--- src/inc/prc_pkg.sv ---
/*
 package for the link core release sequencer: states, counts, reset values.
 assumes nothing beyond a single clock domain.
*/
package prc_pkg;
    typedef enum logic [2:0] {
        PRC_ST_WAIT_PERIPH,
        PRC_ST_HOLD,
        PRC_ST_RETRY,
        PRC_ST_NORMAL,
        PRC_ST_RESTART
    } prc_state_t;
    typedef enum logic [1:0] {
        PRC_RESP_NONE,
        PRC_RESP_RETRY,
        PRC_RESP_NORMAL
    } prc_resp_t;
    localparam int PRC_LED_BIT = 23;
    localparam int PRC_CNT_W = 24;
    localparam int PRC_RESTART_CYCLES = 16;
    localparam logic [4:0] PRC_LTSSM_POLL_COMPL = 5'h03;
    localparam logic PRC_RST_LED = 1'b0;
    localparam logic PRC_RST_CORE_RESET = 1'b1;
endpackage : prc_pkg

--- src/inc/prc_led_if.sv ---
/*
 interface carrying link status to the example led logic.
 assumes one clock shared by both ends.
*/
`timescale 1ns/1ps
`default_nettype none
interface prc_led_if;
    logic [4:0] ltssm;
    logic revision_sel;
    logic led;
    modport ctrl (output ltssm, output revision_sel, input led);
    modport led_end (input ltssm, input revision_sel, output led);
endinterface : prc_led_if
`default_nettype wire

--- src/prc_core_release.sv ---
/*
 release sequencer for the hardened link core during configuration.
 assumes config controller status inputs are pin-level and asynchronous.
*/
// Function
// RULE1: with auto restart selected, a configuration error restarts link configuration.
// RULE2: link configuration enabled forces autonomous release after periphery load.
// RULE3: link configuration enabled: released core answers requests with successful completion.
// RULE4: core image travels over the link in initialization and update modes.
// RULE5: other path plus autonomous: release core once periphery image loads.
// RULE6: that case answers config with retry status, memory unsupported, until user mode.
// RULE7: other path without autonomous: core held in reset until user mode.
// RULE8: non-autonomous case: link training waits for user mode.
// RULE9: autonomous option only affects initial configuration, not later updates.
// RULE10: base revision led lights when training enters polling compliance.
// RULE11: updated revision led follows bit 23 of a free-running counter.
// RULE12: update mode drives a dedicated open-drain core configuration done pin.
// RULE13: user-mode and path-select inputs choose hold, retry or normal behaviour.
`timescale 1ns/1ps
`default_nettype none
module prc_core_release #(
    parameter int CNT_W = prc_pkg::PRC_CNT_W,
    parameter int LED_BIT = prc_pkg::PRC_LED_BIT
) (
    input wire logic CLK,
    input wire logic SRST,
    input wire logic PERIPH_LOADED,
    input wire logic USER_MODE,
    input wire logic CONFIG_ERROR,
    input wire logic LINK_CONFIG_EN,
    input wire logic AUTONOMOUS_SEL,
    input wire logic AUTO_RESTART_SEL,
    input wire logic UPDATE_MODE,
    input wire logic REVISION_SEL,
    input wire logic [4:0] LTSSM_STATE,
    output logic CORE_RESET,
    output logic TRAINING_ENABLE,
    output prc_pkg::prc_resp_t RESP_MODE,
    output logic CONFIG_RESTART,
    output logic CORE_CONFIG_DONE_PIN_O,
    output logic CORE_CONFIG_DONE_PIN_OE,
    output logic LED
);
    import prc_pkg::*;
    localparam int N_SYNC = 8;
    wire [N_SYNC-1:0] pin_raw = {
        REVISION_SEL,
        UPDATE_MODE,
        LINK_CONFIG_EN,
        AUTO_RESTART_SEL,
        AUTONOMOUS_SEL,
        CONFIG_ERROR,
        USER_MODE,
        PERIPH_LOADED
    };
    wire [N_SYNC-1:0] sync_b;
    prc_state_t state;
    prc_state_t next_state;
    logic initial_done;
    logic [4:0] restart_cnt;
    logic core_reset;
    logic train_en;
    prc_resp_t resp;
    logic done_oe;
    logic restart_flag;
    prc_led_if lif ();

    // synced pin aliases
    wire periph_s = sync_b[0];
    wire user_s = sync_b[1];
    wire err_s = sync_b[2];
    wire auto_s = sync_b[3];
    wire restart_s = sync_b[4];
    wire link_s = sync_b[5];
    wire update_s = sync_b[6];
    wire revision_s = sync_b[7];
    wire autonomous_eff = link_s | auto_s; // RULE2
    wire use_autonomous = autonomous_eff & ~initial_done; // RULE9
    wire restart_hit = err_s & restart_s; // RULE1
    wire restart_over = (restart_cnt == 5'(PRC_RESTART_CYCLES - 1));

    // next-state logic
    always_comb begin
        next_state = state;
        case (state)
            PRC_ST_WAIT_PERIPH: begin
                if (periph_s) begin
                    if (use_autonomous | initial_done) begin
                        next_state = (link_s | user_s) ? PRC_ST_NORMAL : PRC_ST_RETRY; // RULE5 RULE13
                    end else begin
                        next_state = user_s ? PRC_ST_NORMAL : PRC_ST_HOLD; // RULE7
                    end
                end
            end
            PRC_ST_HOLD: begin
                if (user_s) begin
                    next_state = PRC_ST_NORMAL; // RULE7 RULE8
                end
            end
            PRC_ST_RETRY: begin
                if (user_s) begin
                    next_state = PRC_ST_NORMAL; // RULE6
                end
            end
            PRC_ST_NORMAL: begin
                next_state = PRC_ST_NORMAL;
            end
            PRC_ST_RESTART: begin
                if (restart_over) begin
                    next_state = PRC_ST_WAIT_PERIPH; // RULE1
                end
            end
            default: begin
                next_state = PRC_ST_WAIT_PERIPH;
            end
        endcase
        if (restart_hit && state != PRC_ST_RESTART) begin
            next_state = PRC_ST_RESTART; // RULE1
        end
    end

    // output decodes
    wire next_core_reset = (next_state == PRC_ST_WAIT_PERIPH) | (next_state == PRC_ST_HOLD)
        | (next_state == PRC_ST_RESTART); // RULE7
    wire next_train = (next_state == PRC_ST_RETRY) | (next_state == PRC_ST_NORMAL); // RULE8
    wire prc_resp_t next_resp = (next_state == PRC_ST_NORMAL) ? PRC_RESP_NORMAL // RULE3
        : (next_state == PRC_ST_RETRY) ? PRC_RESP_RETRY : PRC_RESP_NONE; // RULE6
    wire next_done_oe = update_s & ~user_s; // RULE12
    wire next_restart = (next_state == PRC_ST_RESTART); // RULE1

    // two-stage pin synchronisers
    for (genvar g = 0; g < N_SYNC; g++) begin : g_sync
        logic stage_a;
        logic stage_b;
        always_ff @(posedge CLK) begin
            if (SRST) begin
                stage_a <= 1'b0;
                stage_b <= 1'b0;
            end else begin
                stage_a <= pin_raw[g];
                stage_b <= stage_a;
            end
        end
        assign sync_b[g] = stage_b;
    end

    // state register
    always_ff @(posedge CLK) begin
        if (SRST) begin
            state <= PRC_ST_WAIT_PERIPH;
        end else begin
            state <= next_state;
        end
    end

    // registered outputs
    always_ff @(posedge CLK) begin
        if (SRST) begin
            core_reset <= PRC_RST_CORE_RESET;
        end else begin
            core_reset <= next_core_reset;
        end
    end
    always_ff @(posedge CLK) begin
        if (SRST) begin
            train_en <= 1'b0;
        end else begin
            train_en <= next_train;
        end
    end
    always_ff @(posedge CLK) begin
        if (SRST) begin
            resp <= PRC_RESP_NONE;
        end else begin
            resp <= next_resp;
        end
    end
    always_ff @(posedge CLK) begin
        if (SRST) begin
            done_oe <= 1'b0;
        end else begin
            done_oe <= next_done_oe;
        end
    end
    always_ff @(posedge CLK) begin
        if (SRST) begin
            restart_flag <= 1'b0;
        end else begin
            restart_flag <= next_restart;
        end
    end

    // first-configuration marker
    always_ff @(posedge CLK) begin
        if (SRST) begin
            initial_done <= 1'b0;
        end else if (state == PRC_ST_NORMAL) begin
            initial_done <= 1'b1; // RULE9
        end
    end
    // restart length counter
    always_ff @(posedge CLK) begin
        if (SRST || state != PRC_ST_RESTART) begin
            restart_cnt <= '0;
        end else begin
            restart_cnt <= restart_cnt + 5'h01;
        end
    end
    // core image over the link: link config enable marks that path, status taken from the link core
    assign lif.ltssm = LTSSM_STATE; // RULE4
    assign lif.revision_sel = revision_s;
    prc_user_led #(
        .CNT_W(CNT_W),
        .LED_BIT(LED_BIT)
    ) u_led (
        .CLK(CLK),
        .SRST(SRST),
        .lif(lif)
    );

    // port drives
    assign CORE_RESET = core_reset;
    assign TRAINING_ENABLE = train_en;
    assign RESP_MODE = resp;
    assign CONFIG_RESTART = restart_flag;
    assign CORE_CONFIG_DONE_PIN_O = 1'b0; // RULE12
    assign CORE_CONFIG_DONE_PIN_OE = done_oe;
    assign LED = lif.led;
endmodule : prc_core_release
`default_nettype wire

--- src/prc_user_led.sv ---
/*
 example status led: base revision lights on polling compliance,
 updated revision lights from a free-running counter bit.
 assumes inputs already synchronous to CLK.
*/
`timescale 1ns/1ps
`default_nettype none
module prc_user_led #(
    parameter int CNT_W = prc_pkg::PRC_CNT_W,
    parameter int LED_BIT = prc_pkg::PRC_LED_BIT
) (
    input wire logic CLK,
    input wire logic SRST,
    prc_led_if.led_end lif
);
    import prc_pkg::*;
    logic [CNT_W-1:0] count;
    logic led_q;
    wire in_compliance = (lif.ltssm == PRC_LTSSM_POLL_COMPL);
    wire next_led = lif.revision_sel ? count[LED_BIT] : in_compliance; // RULE10 RULE11
    always_ff @(posedge CLK) begin
        if (SRST) begin
            count <= '0;
            led_q <= PRC_RST_LED;
        end else begin
            count <= count + 1'b1; // RULE11
            led_q <= next_led;
        end
    end
    assign lif.led = led_q;
endmodule : prc_user_led
`default_nettype wire

--- config.mk ---
export PLATFORM = sky130hd
export DESIGN_NAME = prc_core_release
export DESIGN_NICKNAME = d
export VERILOG_FILES = /design/src/inc/prc_pkg.sv /design/src/inc/prc_led_if.sv /design/src/prc_core_release.sv /design/src/prc_user_led.sv
export SDC_FILE = /design/constraint.sdc
export NUM_CORES = 1
export LEC_CHECK = 0
export BUFFER_PORTS_ARGS = -buffer_cell sky130_fd_sc_hd__buf_2
export CORE_MARGIN = 5
export CORE_UTILIZATION = 45
export DETAILED_ROUTE_END_ITERATION = 16
export MAX_ROUTING_LAYER = met4
export PLACE_DENSITY = 0.64
export SLEW_MARGIN = 10
export SYNTH_ARGS = -nofsm -noshare
export SYNTH_HDL_FRONTEND = slang
export SYNTH_HIERARCHICAL = 1
export SYNTH_SLANG_ARGS = --single-unit
--- constraint.sdc ---
create_clock -name CLK -period 5.8 [get_ports CLK]
set_input_delay 0.87 -clock CLK [delete_from_list [all_inputs] [get_ports CLK]]
set_output_delay 0.87 -clock CLK [all_outputs]
set_load 0.05 [all_outputs]
Word-level counts from Yosys, hierarchy flattened

Cells that the tools add are included.

Output and inout bits: 8
Register bits: 56

Reduce and logical (&&, ||, !) cells: 6
Bitwise operators: 11
Muxes and demuxes: 11
Add/subtract/negate cells: 2
Eq/ne operators: 11

Operators by type and width:

| kind                    | count |
|---|---|
| $add A24 B1 Y24 const B | 1 |
| $eq A3 B2 Y1 const B    | 4 |
| $mux W3                 | 4 |
| $pmux W3 S4             | 1 |
| $eq A3 B1 Y1 const B    | 2 |
| $eq A3 B3 Y1 const B    | 2 |
| $logic_not A3 Y1        | 2 |
| $mux W2                 | 3 |
| $or A1 B1 Y1            | 6 |
| $add A5 B1 Y5 const B   | 1 |
| $eq A5 B2 Y1 const B    | 1 |
| $eq A5 B4 Y1 const B    | 1 |
| $reduce_or A2 Y1        | 2 |
| $and A1 B1 Y1           | 3 |
| $mux W1                 | 3 |
| $ne A3 B3 Y1 const B    | 1 |
| $not A1 Y1              | 2 |
| $logic_and A1 B1 Y1     | 1 |
| $logic_or A1 B1 Y1      | 1 |

Logic depth before layout (Yosys ltp)

Word-level depth: 10
Gate-level depth with buffers: 6

Hierarchy

Netlist, hierarchy kept.

By module, submodules not included:

| module           | instances | sequential area each (µm²) | cells each | area an instance (µm²) |
|---|---|---|---|---|
| prc_user_led     | 1         | 500.5                      | 126        | 1091.0 |
| prc_core_release | 1         | 620.6                      | 92         | 994.7 |

Worst setup path after synthesis

OpenSTA, ideal clock, no wires.

Path type: register to register
Start point: reg u_led.count[0]
End point: reg u_led.count[20]
Period minus slack after synthesis: 1851 ps
Library setup time: 71 ps
Stages on the path, launching flop included: 7
Data arrival time: 1780 ps
Required time: 5729 ps
Path slack: 3949 ps
Cell sequence: dfxtp_1 > ha_1 > nand3_2 > or4_1 > clkbuf_1 > or3_1 > a21oi_1

Cells in the longest elaborated chain, start to end: 1

RTL lines:

| what                   | line               | text |
|---|---|---|
| start, declared        | prc_user_led.sv:17 | `logic [CNT_W-1:0] count;` |
| start signal, assigned | prc_user_led.sv:26 | `count <= count + 1'b1;` |
| $add A24 B1 Y24        | prc_user_led.sv:26 |  |

Every way passes these cells.
A chain may end at the register's enable or synchronous reset.

Worst setup path in the final report

Ends and elaborated chain as after synthesis.

==> impl_metrics.toml <==
[clock_tree]
clk_pin_slew_ns = 0.09
postCtsHoldBufs = 0
cts-resized-gates = 0
cts_sinks = 56
clk_latency_ns = 0.30
h-tree-depth = 2
clock-root-buffer = "clkbuf_8"
cts_tree = "yes"
cts_setup_buffers = 0
cts_buffers = 5
cts_max_path_buffers = 2

[timing]
max_freq_mhz = 486
final-hold-violation-count = 0
slew_headroom = 0.461
rsz0062_at_grt = "no"
post-route-min-period_ns = 2.06
tightest_slew_ns = 0.808
tns_ns = 0
fin_crit_sh = 0.355
finalMaxSlewViolations = 0
skew_ns = 0.00556
finalSetupViolCount = 0

[synth]
yosys_warnings = 6
synth.distinct_cells = 39
ys.flop_type = "dfxtp_1"
synth_seq_cells = 56
synth_top_area_cell = "dfxtp_1"
netlist.area_leader.share = 0.537
synth-async-reset-ratio = 0
yosys-top-cells-count = "dfxtp_1 (56), nor2_1 (30), nor2b_1 (18)"
ys_top_cells_by_area = "dfxtp_1 (54%), nor2_1 (5.4%), nor2b_1 (5.4%), xnor2_1 (5.0%), a21oi_1 (3.1%)"
synth-edff-count = 0
syn_inst = 218
synth_most_common_cell = "dfxtp_1"
syn_area_um2 = 2090
synth_seq_area_share = 0.537
synthesis.nets = 236
syn-mean-instance-area_um2 = 9.57

[worst_setup_path]
crit_type = "flip-flop to flip-flop"
arrival_ns = 2.28
startpoint = "u_led/count[0]$_SDFF_PP0_"
end_kind = "flip-flop"
required_ns = 6.03
r2r-start = "u_led/count[0]$_SDFF_PP0_"
crit_path_max_fanout = 8
critPathLaunchType = "flip-flop"

[die]
die_area_um2 = 6100
rows = 24
start_util = 0.473
core_region_area_um2 = 4410
die_w_um = 78.1
die_h_um = 78.1
ioPinCount = 23

[global_routing]
gr-total-overflow = 0
grt_usage = 0.113
grt_pass1_vias = 1238
antenna_found_initial = 0
grt_pass1_wl_mm = 5.49
grt_max_degree = 50

[min_path]
min_path_type = "flip-flop to flip-flop"
hold_start = "g_sync[1].stage_a$_SDFF_PP0_"

[detailed_routing]
post-route-drc-count = 0
wl_per_cell_um = 11.2
wl_mm = 3.24
ant_nets = 0
dr.pass1.iters = 4
via_per_inst = 4.99
drtIter0Drc = 69
num_vias = 1448

[finish]
syn_to_final_growth_pct = 12.7
drive_above_1_share = 0.164
layout.nets = 256
design_area_um2 = 2350
multiInputGateArea_um2 = 893
fillCellCount = 442
fin_util = 0.533
regArea_um2 = 1120
antenna_cells = 0

[pwr]
vdd_drop_max_mv = 0.167
leakagePower_uw = 0.000872
powerDensity_nw_per_um2 = 303

[placement]
numPortBuffers = 21
dpl-instance-area_um2 = 2220
dp_hpwl_mm = 2.21
gp_congestion = 0.762

[flow_run]
drv_cap = 0

[status]
outcome = "finished, final reports clean"
==> metal layers <==
layer / share of wire / vias to the layer above / track usage
li1: - / 770 / -
met1: 0.51 / 644 / 0.149
met2: 0.42 / 29 / 0.156
met3: 0.059 / 5 / 0.0389
met4: 0.012 / 0 / 0.0524
met5: 0 / - / -
==> sequential cells by signal, indices dropped and copies added (netlist names) <==
signal,cells
u_led/count,24
initial_done,1
err_s,1
restart_cnt,5
CORE_RESET,1
TRAINING_ENABLE,1
g_sync.stage_b,6
u_led/lif.led,1
state,3
CORE_CONFIG_DONE_PIN_OE,1
RESP_MODE,2
g_sync.stage_a,8
auto_s,1
CONFIG_RESTART,1
==> metrics by stage <==
stage	total power, µW	cells	worst slack (ns)	hold WS, ns
after detailed placement	438	283	3.70	0.424
after global routing	745	290	3.60	0.462
after floorplan	430	218	3.95	0.414
final	713	290	3.74	0.440
after CTS	724	290	3.73	0.445
after global placement	438	283	3.72	0.418
==> critical path, stage by stage, from the launching register on <==
cell and delay [ns]:
dfxtp_1 0.43, ha_1 0.26, nand3_2 0.15, or4_1 0.65, or3_1 0.35, a21oi_1 0.14
==> cell usage in the layout, fill, tap and decap left out, drive strengths merged <==
cell    count
or2         2
nand3      10
and4        1
xnor2      12
a31oi       2
a21bo       1
nand2       6
and3        2
nor3b       1
nand3b      1
o22ai       1
or4         3
ha          3
dfxtp      56
buf        21
bufinv      2
o31ai       1
conb        1
inv        10
o21ai       8
a21oi      13
clkbuf      5
or3b        1
or4b        1
nor2b      18
or3         8
nor3        3
nand4       4
xor2        3
nor4        6
a31o        1
nand2b      1
nor2       30
==> power breakdown <==
| part | internal (µW) | switching [µW] | total, µW |
|---|---|---|---|
| combinational | 12.4 | 17.5 | 30.0 |
| sequential | 393 | 5.69 | 399 |
| clock | 170 | 114 | 284 |
| total | 575 | 137 | 713 |
==> logic make-up (layout without fill, tap and decap cells) <==
| group | after synthesis | after routing | synth area share |
|---|---|---|---|
| DFF | 56 | 56 | 0.537 |
| and+or+nand+nor | 98 | 98 | 0.271 |
| buffers and inverters | 18 | 38 | 0.0342 |
| adders and majority gates | 3 | 3 | 0.0180 |
| xor gates and xnor gates | 15 | 15 | 0.0630 |
| other | 1 | 1 | 0.00180 |
| AOI/OAI and AO/OA | 27 | 27 | 0.0750 |
==> area by class of cell <==
class | instances | area share
tap | 52 | 0.0277
sequential | 56 | 0.477
multi-input combinational | 144 | 0.380
clock buffer | 5 | 0.0293
clock inverter | 2 | 0.0255
inverter | 10 | 0.0160
timing repair buffer | 21 | 0.0447
==> path summary, 6_finish.rpt <==
path | endpoint | slack (ns) | cells past startpoint
max | u_led/count[20]$_SDFF_PP0_ | 3.74 | 5
max reg2reg | u_led/count[20]$_SDFF_PP0_ | 3.74 | 5
min | g_sync[1].stage_b$_SDFF_PP0_ | 0.44 | 1
min reg2reg | g_sync[1].stage_b$_SDFF_PP0_ | 0.44 | 1
Power figures use the tool's default switching activity.
